**config.mk**
```make
export PLATFORM = sky130hd
export DESIGN_NAME = vic_top
export DESIGN_NICKNAME = d
export VERILOG_FILES = /design/src/vic_pkg.sv /design/src/vic_top.sv
export SDC_FILE = /design/constraint.sdc
export NUM_CORES = 1
export LEC_CHECK = 0
export ABC_AREA = 0
export BUFFER_PORTS_ARGS = -buffer_cell sky130_fd_sc_hd__buf_4
export CAP_MARGIN = 0
export CELL_PAD_IN_SITES_DETAIL_PLACEMENT = 1
export CELL_PAD_IN_SITES_GLOBAL_PLACEMENT = 1
export CORE_MARGIN = 5
export CORE_UTILIZATION = 37
export CTS_CLUSTER_DIAMETER = 120
export DETAILED_ROUTE_END_ITERATION = 16
export PLACE_DENSITY_LB_ADDON = 0.1
export SETUP_SLACK_MARGIN = 0.02
export SLEW_MARGIN = 20
export SYNTH_ARGS = -nofsm -noshare
export SYNTH_HDL_FRONTEND = slang
export SYNTH_SLANG_ARGS = --single-unit
```
**constraint.sdc**
```tcl
create_clock -name i_sys_clk -period 5.5 [get_ports i_sys_clk]
set_input_delay 0.275 -clock i_sys_clk [delete_from_list [all_inputs] [get_ports i_sys_clk]]
set_output_delay 0.275 -clock i_sys_clk [all_outputs]
set_load 0.005 [all_outputs]
```
**src/vic_pkg.sv**
```systemverilog
// Shared constants and types of the vectored interrupt controller
package vic_pkg;

   // ********************
   // Operating option register
   // ********************
   typedef struct packed {
      logic master_en;
      logic [1:0] rd_sel;
      logic req_rise;
      logic irq_high;
      logic polled;
      logic common_vec;
      logic rotate;
   } vic_mode_t;

   localparam logic [7:0] MODE_RESET = 8'h00;
   localparam logic [7:0] MASK_RESET = 8'hff;
   localparam logic [7:0] ALL_CLEAR = 8'h00;
   localparam logic [2:0] LAST_RESET = 3'h7;

   // Data read preselect codes held in mode bits 6:5
   localparam logic [1:0] RD_ISR = 2'h0;
   localparam logic [1:0] RD_IMR = 2'h1;
   localparam logic [1:0] RD_IRR = 2'h2;
   localparam logic [1:0] RD_ACR = 2'h3;

   // ********************
   // Command opcodes, upper nibble
   // ********************
   localparam logic [7:0] CMD_RESET = 8'h00;
   localparam logic [3:0] OP_CLR_IRR_IMR = 4'h1;
   localparam logic [3:0] OP_CLR_IMR = 4'h2;
   localparam logic [3:0] OP_SET_IMR = 4'h3;
   localparam logic [3:0] OP_CLR_IRR = 4'h4;
   localparam logic [3:0] OP_SET_IRR = 4'h5;
   localparam logic [3:0] OP_ISR = 4'h6;
   localparam logic [3:0] OP_ISR_SEL = 4'h7;
   localparam logic [3:0] OP_MODE_LO = 4'h8;
   localparam logic [3:0] OP_MODE_LO1 = 4'h9;
   localparam logic [3:0] OP_MODE_HI = 4'ha;
   localparam logic [3:0] OP_PRE_IMR = 4'hb;
   localparam logic [3:0] OP_PRE_ACR = 4'hc;
   localparam logic [3:0] OP_PRE_LVL = 4'he;
   localparam logic [3:0] OP_PRE_LVL1 = 4'hf;

   // Master enable sub-codes of the mode bits 5/6 command
   localparam logic [1:0] MM_SET = 2'h1;
   localparam logic [1:0] MM_CLR = 2'h2;

   // ********************
   // Data write targets
   // ********************
   typedef enum logic [1:0] {
      DW_NONE = 2'h0,
      DW_IMR = 2'h1,
      DW_ACR = 2'h2,
      DW_MEM = 2'h3
   } vic_dsel_t;

   // ********************
   // Acknowledge sequencer
   // ********************
   typedef enum logic [2:0] {
      ST_IDLE = 3'b001,
      ST_SEL = 3'b010,
      ST_XFER = 3'b100
   } vic_state_t;

endpackage

```
**src/vic_top.sv**
```systemverilog
// Eight-input vectored interrupt controller with byte-wide host port
// What this block does
// - Reset by power-up or command clears all registers, sets mask, keeps memory.
// - Active request edges latch into pending bits; unmasked ones raise group irq.
// - Acknowledge drops select wait, picks winner, drops in-progress, drives byte.
// - Select wait low until in-progress falls; in-progress low until last byte.
// - Selection clears the pending bit and sets the in-service bit.
// - Set in-service bit suppresses group irq unless higher priority pending.
// - Higher priority request re-raises group irq and nests in-service bits.
// - Control/data low: reads return preselected register, writes load the one chosen by preselect command.
// - Control/data high: reads return status, writes load command register.
// - With chip select high an acknowledge pulse drives a response byte.
// - Option bits 5/6 choose data read register; memory only via acknowledge.
// - Mask, auto-clear and response levels load only after preselect commands.
// - Operating options clear to zero on power-up and reset command.
// - Fixed priority: input 0 highest, input 7 lowest.
// - Rotating priority makes the last serviced request lowest.
// - Common vectoring always returns the response of input 0.
// - Polled mode: no group irq, pending bit kept on selection, chain out follows chain in.
// - Option bit 3 sets group irq polarity; active low is open drain.
// - Option bit 4 selects falling or rising request edge sense.
// - Master mask disables requests, forces chain out low outside polled mode, shows as status bit 3.
// - Each response length is a 2-bit count, one less than its number of acknowledge pulses.
// - Auto-clear bits clear in-service at sequence end; else software clears.
`timescale 1ns/1ps
`default_nettype none
module vic_top #(
   parameter int N_REQ = 8,
   parameter int N_BYTES = 4
) (
   // Clock, reset, enable
   input wire logic i_sys_clk,
   input wire logic i_rst_b,
   input wire logic i_clk_en,
   // Host bus port
   input wire logic i_cs_b,
   input wire logic i_cd,
   input wire logic i_rd_b,
   input wire logic i_wr_b,
   input wire logic [7:0] i_data,
   output logic [7:0] o_data,
   output logic o_data_oe_b,
   // Acknowledge handshake
   input wire logic i_ack_strobe_b,
   output logic o_select_wait_b,
   output logic o_response_in_progress_b,
   // Requests and group interrupt
   input wire logic [N_REQ-1:0] i_request_in,
   output logic o_group_irq_out,
   output logic o_group_irq_oe_b,
   // Priority chain
   input wire logic i_chain_enable_in,
   output logic o_chain_enable_out
);

   // ********************
   // Storage
   // ********************
   logic [N_REQ-1:0] pending_request_reg;
   logic [N_REQ-1:0] in_service_reg;
   logic [N_REQ-1:0] request_mask_reg;
   logic [N_REQ-1:0] auto_clear_reg;
   vic_pkg::vic_mode_t operating_option_reg;
   vic_pkg::vic_dsel_t dsel;
   vic_pkg::vic_state_t state;
   logic [2:0] pre_lvl;
   logic [1:0] pre_ptr;
   logic [1:0] byte_count [N_REQ];
   logic [7:0] resp_mem [N_REQ][N_BYTES];
   logic [2:0] sel_lvl;
   logic sel_valid;
   logic [1:0] byte_idx;
   logic [2:0] last_lvl;
   logic [N_REQ-1:0] req_s1, req_s2, req_q;
   logic ack_s1, ack_s2, ack_q;
   logic wr_q;
   logic group_active;

   // ********************
   // Strobe and edge detection
   // ********************
   always_ff @(posedge i_sys_clk) begin
      if (!i_rst_b) begin
         req_s1 <= '0;
         req_s2 <= '0;
         req_q <= '0;
         ack_s1 <= 1'b1;
         ack_s2 <= 1'b1;
         ack_q <= 1'b1;
         wr_q <= 1'b1;
      end else if (i_clk_en) begin
         req_s1 <= i_request_in;
         req_s2 <= req_s1;
         req_q <= req_s2;
         ack_s1 <= i_ack_strobe_b;
         ack_s2 <= ack_s1;
         ack_q <= ack_s2;
         wr_q <= i_wr_b;
      end
   end

   logic [N_REQ-1:0] req_edge;
   logic ack_fall, ack_rise, bus_wr, cmd_wr, data_wr;
   assign req_edge = operating_option_reg.req_rise ? (req_s2 & ~req_q) : (~req_s2 & req_q);
   assign ack_fall = i_cs_b && !ack_s2 && ack_q;
   assign ack_rise = ack_s2 && !ack_q;
   assign bus_wr = !i_cs_b && !i_wr_b && wr_q;
   assign cmd_wr = bus_wr && i_cd;
   assign data_wr = bus_wr && !i_cd;

   // ********************
   // Command decode
   // ********************
   logic [7:0] one_bit, cmd_sel;
   logic soft_rst;
   assign one_bit = 8'h01 << i_data[2:0];
   assign cmd_sel = i_data[3] ? one_bit : 8'hff;
   assign soft_rst = cmd_wr && (i_data == vic_pkg::CMD_RESET);

   logic [N_REQ-1:0] irr_clr, irr_set, imr_clr, imr_set, isr_clr;
   logic [N_REQ-1:0] isr_top_bit;
   always_comb begin
      irr_clr = '0;
      irr_set = '0;
      imr_clr = '0;
      imr_set = '0;
      isr_clr = '0;
      if (cmd_wr) begin
         case (i_data[7:4])
            vic_pkg::OP_CLR_IRR_IMR: begin
               irr_clr = cmd_sel;
               imr_clr = cmd_sel;
            end
            vic_pkg::OP_CLR_IMR: imr_clr = cmd_sel;
            vic_pkg::OP_SET_IMR: imr_set = cmd_sel;
            vic_pkg::OP_CLR_IRR: irr_clr = cmd_sel;
            vic_pkg::OP_SET_IRR: irr_set = cmd_sel;
            vic_pkg::OP_ISR: isr_clr = isr_top_bit;
            vic_pkg::OP_ISR_SEL: isr_clr = cmd_sel;
            default: irr_clr = '0;
         endcase
      end
   end

   // ********************
   // Priority resolution
   // ********************
   logic [N_REQ-1:0] eligible;
   logic [2:0] base, win_lvl, isr_top;
   logic win_any, isr_any, irq_hot;
   assign eligible = pending_request_reg & ~request_mask_reg
                     & {N_REQ{operating_option_reg.master_en}};
   assign base = operating_option_reg.rotate ? last_lvl + 3'h1 : 3'h0;
   always_comb begin
      logic [2:0] idx;
      idx = 3'h0;
      win_any = 1'b0;
      win_lvl = 3'h0;
      isr_any = 1'b0;
      isr_top = 3'h0;
      irq_hot = 1'b0;
      for (int i = 0; i < N_REQ; i++) begin
         idx = base + 3'(i);
         if (!isr_any && in_service_reg[idx]) begin
            isr_any = 1'b1;
            isr_top = idx;
         end
         if (!win_any && eligible[idx]) begin
            win_any = 1'b1;
            win_lvl = idx;
            irq_hot = !isr_any;
         end
      end
   end
   assign isr_top_bit = isr_any ? (8'h01 << isr_top) : 8'h00;

   // ********************
   // Acknowledge sequencer
   // ********************
   logic [2:0] vec_lvl;
   logic seq_end;
   logic [N_REQ-1:0] sel_bit;
   assign vec_lvl = operating_option_reg.common_vec ? 3'h0 : sel_lvl;
   assign seq_end = (state == vic_pkg::ST_XFER) && ack_rise
                    && (byte_idx == byte_count[vec_lvl]);
   assign sel_bit = 8'h01 << sel_lvl;

   always_ff @(posedge i_sys_clk) begin
      if (!i_rst_b) begin
         state <= vic_pkg::ST_IDLE;
         sel_lvl <= 3'h0;
         sel_valid <= 1'b0;
         byte_idx <= 2'h0;
         last_lvl <= vic_pkg::LAST_RESET;
      end else if (i_clk_en) begin
         if (soft_rst) begin
            state <= vic_pkg::ST_IDLE;
            last_lvl <= vic_pkg::LAST_RESET;
         end else begin
            case (state)
               vic_pkg::ST_IDLE: begin
                  if (ack_fall) begin
                     state <= vic_pkg::ST_SEL;
                     sel_lvl <= win_lvl;
                     sel_valid <= win_any;
                     byte_idx <= 2'h0;
                     if (win_any) begin
                        last_lvl <= win_lvl;
                     end
                  end
               end
               vic_pkg::ST_SEL: state <= vic_pkg::ST_XFER;
               vic_pkg::ST_XFER: begin
                  if (seq_end) begin
                     state <= vic_pkg::ST_IDLE;
                  end else if (ack_rise) begin
                     byte_idx <= byte_idx + 2'h1;
                  end
               end
               default: state <= vic_pkg::ST_IDLE;
            endcase
         end
      end
   end

   logic hw_sel;
   assign hw_sel = (state == vic_pkg::ST_SEL) && sel_valid;

   // ********************
   // Pending, in-service, mask, auto-clear
   // ********************
   always_ff @(posedge i_sys_clk) begin
      if (!i_rst_b) begin
         pending_request_reg <= vic_pkg::ALL_CLEAR;
      end else if (i_clk_en) begin
         if (soft_rst) begin
            pending_request_reg <= vic_pkg::ALL_CLEAR;
         end else begin
            pending_request_reg <= (pending_request_reg & ~irr_clr
               & ~((hw_sel && !operating_option_reg.polled) ? sel_bit : 8'h00))
               | irr_set | req_edge;
         end
      end
   end

   always_ff @(posedge i_sys_clk) begin
      if (!i_rst_b) begin
         in_service_reg <= vic_pkg::ALL_CLEAR;
      end else if (i_clk_en) begin
         if (soft_rst) begin
            in_service_reg <= vic_pkg::ALL_CLEAR;
         end else begin
            in_service_reg <= (in_service_reg & ~isr_clr
               & ~((seq_end && sel_valid) ? (sel_bit & auto_clear_reg) : 8'h00))
               | (hw_sel ? sel_bit : 8'h00);
         end
      end
   end

   always_ff @(posedge i_sys_clk) begin
      if (!i_rst_b) begin
         request_mask_reg <= vic_pkg::MASK_RESET;
      end else if (i_clk_en) begin
         if (soft_rst) begin
            request_mask_reg <= vic_pkg::MASK_RESET;
         end else if (data_wr && dsel == vic_pkg::DW_IMR) begin
            request_mask_reg <= i_data;
         end else begin
            request_mask_reg <= (request_mask_reg & ~imr_clr) | imr_set;
         end
      end
   end

   always_ff @(posedge i_sys_clk) begin
      if (!i_rst_b) begin
         auto_clear_reg <= vic_pkg::ALL_CLEAR;
      end else if (i_clk_en) begin
         if (soft_rst) begin
            auto_clear_reg <= vic_pkg::ALL_CLEAR;
         end else if (data_wr && dsel == vic_pkg::DW_ACR) begin
            auto_clear_reg <= i_data;
         end
      end
   end

   // ********************
   // Operating options and preselection
   // ********************
   always_ff @(posedge i_sys_clk) begin
      if (!i_rst_b) begin
         operating_option_reg <= vic_pkg::MODE_RESET;
         dsel <= vic_pkg::DW_NONE;
         pre_lvl <= 3'h0;
         pre_ptr <= 2'h0;
      end else if (i_clk_en) begin
         if (soft_rst) begin
            operating_option_reg <= vic_pkg::MODE_RESET;
            dsel <= vic_pkg::DW_NONE;
         end else if (cmd_wr) begin
            case (i_data[7:4])
               vic_pkg::OP_MODE_LO, vic_pkg::OP_MODE_LO1: begin
                  operating_option_reg[4:0] <= i_data[4:0];
               end
               vic_pkg::OP_MODE_HI: begin
                  operating_option_reg.rd_sel <= i_data[3:2];
                  if (i_data[1:0] == vic_pkg::MM_SET) begin
                     operating_option_reg.master_en <= 1'b1;
                  end else if (i_data[1:0] == vic_pkg::MM_CLR) begin
                     operating_option_reg.master_en <= 1'b0;
                  end
               end
               vic_pkg::OP_PRE_IMR: dsel <= vic_pkg::DW_IMR;
               vic_pkg::OP_PRE_ACR: dsel <= vic_pkg::DW_ACR;
               vic_pkg::OP_PRE_LVL, vic_pkg::OP_PRE_LVL1: begin
                  dsel <= vic_pkg::DW_MEM;
                  pre_lvl <= i_data[2:0];
                  pre_ptr <= 2'h0;
               end
               default: dsel <= dsel;
            endcase
         end else if (data_wr && dsel == vic_pkg::DW_MEM) begin
            pre_ptr <= pre_ptr + 2'h1;
         end
      end
   end

   // Response memory and byte counts survive reset
   always_ff @(posedge i_sys_clk) begin
      if (i_clk_en) begin
         if (cmd_wr && i_data[7:5] == vic_pkg::OP_PRE_LVL[3:1]) begin
            byte_count[i_data[2:0]] <= i_data[4:3];
         end
         if (data_wr && dsel == vic_pkg::DW_MEM) begin
            resp_mem[pre_lvl][pre_ptr] <= i_data;
         end
      end
   end

   // ********************
   // Read data and outputs
   // ********************
   logic [7:0] status, reg_rd, next_data;
   logic rd_act, ack_act;
   assign status = {group_active, !win_any, operating_option_reg.polled,
                    operating_option_reg.rotate, operating_option_reg.master_en,
                    win_lvl};
   always_comb begin
      case (operating_option_reg.rd_sel)
         vic_pkg::RD_ISR: reg_rd = in_service_reg;
         vic_pkg::RD_IMR: reg_rd = request_mask_reg;
         vic_pkg::RD_IRR: reg_rd = pending_request_reg;
         default: reg_rd = auto_clear_reg;
      endcase
   end
   assign rd_act = !i_cs_b && !i_rd_b;
   assign ack_act = i_cs_b && !ack_s2 && (state == vic_pkg::ST_XFER);
   assign next_data = ack_act ? resp_mem[vec_lvl][byte_idx]
                      : (i_cd ? status : reg_rd);

   always_ff @(posedge i_sys_clk) begin
      if (!i_rst_b) begin
         o_data <= 8'h00;
         o_data_oe_b <= 1'b1;
         group_active <= 1'b0;
      end else if (i_clk_en) begin
         o_data <= next_data;
         o_data_oe_b <= !(rd_act || ack_act);
         group_active <= irq_hot && !operating_option_reg.polled && !soft_rst;
      end
   end

   assign o_group_irq_out = operating_option_reg.irq_high && group_active;
   assign o_group_irq_oe_b = !operating_option_reg.irq_high && !group_active;
   assign o_select_wait_b = (state != vic_pkg::ST_SEL);
   assign o_response_in_progress_b = (state != vic_pkg::ST_XFER);
   assign o_chain_enable_out = operating_option_reg.polled ? i_chain_enable_in
                               : (i_chain_enable_in && operating_option_reg.master_en);

endmodule
`default_nettype wire

```
# Word-level counts from Yosys, hierarchy flattened
# Memories as Yosys holds them, arrays and structs flattened.
# Cells that the tools add are included.
[totals]
word_cells = 344
reg_bits = 97
n_memories = 2
ramBits = 272
latchBits = 0
rom_bits = 0
input_bits = 25
[memory_table]
columns = ["memory", "depth", "width", "read_ports", "rd_ports_with_merged_regs", "write_ports", "line", "text"]
rows = [
  ["resp_mem", 8, 32, 1, 0, 1, "vic_top.sv:69", "logic [7:0] resp_mem [N_REQ][N_BYTES];"],
  ["byte_count", 8, 2, 1, 0, 1, "vic_top.sv:68", "logic [1:0] byte_count [N_REQ];"],
]
[op_classes]
bitwise = 25
n_shift = 3
reduce_logical = 95
order_cmp = 11
eq_ne = 34
add_sub_neg = 10
div = 0
mux = 135
multipliers = 0
[ops]
columns = ["cell", "count"]
rows = [
  ["$mux 8", 28],
  ["$and 8x8->8", 10],
  ["$mux 3", 26],
  ["$not 8->8", 8],
  ["$bmux 1 s3", 16],
  ["$mux 1", 48],
  ["$logic_and 1x1->1", 39],
  ["$lt 3x4->1 const B", 8],
  ["$mux 32", 1],
  ["$or 8x8->8", 4],
  ["$eq 4x4->1 const B", 7],
  ["$logic_not 1->1", 27],
  ["$pmux 8 s3", 1],
  ["$shl 1x3->8 const A", 3],
  ["$reduce_and 4->1", 5],
  ["$reduce_bool 2->1", 9],
  ["$bmux 8 s2", 1],
  ["$demux 8 s2", 1],
  ["$eq 4x3->1 const B", 4],
  ["$mux 2", 8],
  ["$pmux 8 s2", 1],
  ["$add 3x3->3 const B", 4],
  ["$reduce_and 3->1", 4],
  ["$ne 3x3->1 const B", 3],
  ["other kinds (30)", 47],
]

# Logic depth before layout (Yosys ltp)
[depth]
ltp_word = 35
depth_mapped = 17
mapped_depth_nobuf = 13

# Worst setup path before layout
# No wires, ideal clock.
[synth_path]
path_type = "register to register"
from = "register last_lvl[0]"
to = "register sel_lvl[1]"
stages_incl_launch_ff = 17
n_path_buf = 4
arrival_ns = 3.820
required_time_ns = 5.369
setup_slack_ns = 1.550
path_cell_list = "dfxtp_1 -> ha_1 -> buf_4 -> and2_1 -> buf_6 -> inv_4 -> clkbuf_1 -> ha_1 -> buf_2 -> mux4_2 -> nand3_1 -> a21boi_1 -> a21boi_0 -> o21ai_0 -> a211o_1 -> a221oi_1 -> o41ai_1"
[synth_between]
elab_chain_cells = 26
elab_cells_between_ends = 54
[synth_rtl]
columns = ["item", "line", "text"]
rows = [
  ["start: declaration", "vic_top.sv:73", "logic [2:0] last_lvl;"],
  ["start signal: assignment", "vic_top.sv:194", "last_lvl <= vic_pkg::LAST_RESET;"],
  ["start signal: assignment", "vic_top.sv:198", "last_lvl <= vic_pkg::LAST_RESET;"],
  ["start signal: assignment", "vic_top.sv:208", "last_lvl <= win_lvl;"],
  ["$add 3x1->3 (*)", "vic_top.sv:153", "assign base = operating_option_reg.rotate ? last_lvl + 3'h1 : 3'h0;"],
  ["$mux 3 (*)", "vic_top.sv:153", ""],
  ["branches (longest 23 deep; another with $add 3x1->3)", "n/a", ""],
  ["$mux 3 (*)", "vic_top.sv:168", "if (!win_any && eligible[idx]) begin"],
  ["end signal: assignment", "vic_top.sv:204", "sel_lvl <= win_lvl;"],
  ["end: declaration", "vic_top.sv:70", "logic [2:0] sel_lvl;"],
]
# Every way passes the cells marked *. The select of a mux whose other input is x is not followed.
# A chain may end at the register's enable or synchronous reset.

# Worst setup path after layout
[layout_path]
from = "register last_lvl[1]"
to = "register sel_lvl[1]"
# The elaborated chain is that of the path after synthesis.

==> out/metrics.cfg <==
[sta]
drv_slew = 0
clock_skew_ps = 30.89
fmax_mhz = 218.6
layout_setup_ws_ps = 925.0
hold_viol_final = 0
post-route-min-period_ps = 4575
finalSetupViolations = 0
tightest_slew_ps = 1083
rsz0062_at_grt = no
fin_tns_setup_ps = 0
layout_worst_path_cycle_share_pct = 83.18
worst_slew_margin_rel_pct = 27.59

[clock_tree]
clkSinkCount = 369
clock_path_buffers = 3
cts_buffers = 42
cts_setup_buffers = 0
cts.htree.levels = 2
clkLatencyLatePin_ps = 580
cts_resized = 0
cts-root-buf = clkbuf_16
cts_tree = yes
path_clk_slew_ps = 60

[power]
vdd_drop_max_v = 0.0003276
finalPower_uw = 6160
p_per_area_nw_per_um2 = 306.3
leakagePower_uw = 0.006772

[detailed_routing]
viasPerCell = 5.725
drt_wl_total_um = 54850
drcViolationCount = 0
vias = 12330
dr.pass1.iters = 5
wl_per_cell_um = 25.48
drtIter0Drc = 781
antenna_left = 0

[critical_path]
path_class = flop to flop
cpPeakStageDelay_ps = 650
cp_slowest_cell = and2_1
worstPathRequired_ps = 5910
critPathBufInv = 1
start_kind = flop
cpMostUsedCell = ha_1
path_cells = ha_1, and2_1, inv_4, ha_1, mux4_2, nand3_1, a21boi_1, nand2_1, o311ai_0, o21ai_0, a221oi_1, o41ai_1
crit_family = compound AO/OA/AOI/OAI gates
end_kind = flop
crit_arrival_ps = 4990
crit_fanout = 15

[place]
gp_congestion = 0.8656
port_buffers = 38
hpwl_um = 37840
place_ws_ps = 1011

[yosys]
synthMostInstantiatedCell = edfxtp_1
ys_ff_latch = 369
netlist_area_um2 = 17740
synth_nets = 1522
synth_async_sr_flop_share_pct = 0
netlist_top_cells_count = edfxtp_1, nor2_1, nand2_1
yosys.area.top_type_share_pct = 46.04
ys_types = 94
syn_inst = 1491
seq_area_frac_synth_pct = 56.99
synth_top_area_cell = edfxtp_1
ys.flop_type = edfxtp_1
ys.warnings.count = 0
synthTopCellsByArea = edfxtp_1, dfxtp_1, mux4_2
avgSynthCellArea_um2 = 11.90
synth_edf_count = 272

[outcome]
status = finished clean

[floorplan]
start_util_pct = 37.31
io_pins = 39
die_h_um = 229.0
fp-row-count = 80
core_area_um2 = 47550
die_area_um2 = 52430
die_w_um = 229.0

[finish]
nets = 1538
diodes = 0
largest_reg_flops = 256
top_register = resp_mem
drive_gt1_share_pct = 16.58
areaGrowthSynthToFinish_pct = 13.36

[global_route]
grt_max_degree = 65
antenna_found_initial = 0
grt_remaining_overflow = 0
grt_pass1_wl_um = 83240
grt.total_usage_pct = 20.64
grt_pass1_vias = 13170

[job]
maxCapViolations = 0

[worst_hold_path]
min_path_type = input port to flop

[worst reg2reg max path, cell delays in order, from the launching register on]
cell	delay (ps)
dfxtp_1	320
ha_1	510
and2_1	650
inv_4	40
ha_1	410
mux4_2	560
nand3_1	120
a21boi_1	480
nand2_1	190
o311ai_0	360
o21ai_0	210
a221oi_1	460
o41ai_1	130
[final timing paths]
check	from	to	slack [ps]	cells past startpoint
worst max register to register	last_lvl[1]	sel_lvl[1]	920	12
worst min-delay path	i_rst_b	request_mask_reg[1]	60	2
worst min register to register	dsel[1]	dsel[1]	460	2
worst max-delay path	last_lvl[1]	sel_lvl[1]	920	12
[layout make-up]
class                      instances  area (um2)
clock buffer                      56        1165
clock inverter                    19       262.8
fill                            5022       27430
inverter                          26       100.1
multi-input combinational        997        7144
sequential                       369       10110
tap                              615       769.5
timing repair buffer              71       558.0
[through the flow]
stage	cells	util [%]	area (um2)	hold WS [ps]
CTS	2153	42.30	20110	29.29
detailed placement	2068	39.09	18580	461.5
global route	2153	42.30	20110	42.61
floorplan	1491	-	17740	373.9
global placement	2068	39.08	18580	455.2
finish	2153	42.30	20110	61.24
[cells by family after synthesis]
kind of cell	after synthesis	synth area share [%]
AO/OA/AOI/OAI	337	12.17
XOR/XNOR	10	0.6277
adder cells (fa/ha/maj)	6	0.4231
buffers and inverters	125	2.863
flip-flops	369	56.99
multiplexers	165	13.93
AND/OR/NAND/NOR	479	13.01
[power breakdown]
group | switching (uW) | internal [uW] | total (uW)
Clock | 1160 | 1730 | 2890
Combinational | 168 | 81.6 | 249
Sequential | 21.3 | 3000 | 3020
Total | 1350 | 4810 | 6160
[timing repair]
action                                  4_1_cts  5_1_grt
hold buffers                                 10        0
hold endpoints to repair                     10        0
endpoints found under the setup margin        0        0
[metal layers]
metal / track usage [%] / vias up / part of all wire (%)
li1: - / 5698 / -
met1: 26.58 / 6282 / 43
met2: 35.42 / 237 / 49
met3: 2.911 / 108 / 3.9
met4: 8.025 / 0 / 3.9
met5: 0 / - / 0
[cell usage in the layout (no fill, tap or decap), types with 14 or more instances in the layout]
master / netlist / layout
mux4_2: 62 / 62
mux2_2: 28 / 28
o22ai_1: 43 / 43
clkbuf_16: 0 / 43
a21oi_1: 83 / 82
buf_4: 2 / 61
nor2_1: 155 / 155
mux2i_1: 73 / 73
and2_1: 14 / 14
inv_1: 21 / 20
o21ai_0: 88 / 88
edfxtp_1: 272 / 272
nand3b_1: 15 / 15
nand2_1: 150 / 150
nand3_1: 35 / 35
dfxtp_1: 97 / 95
Note: power is estimated with default switching activity, not from simulation.
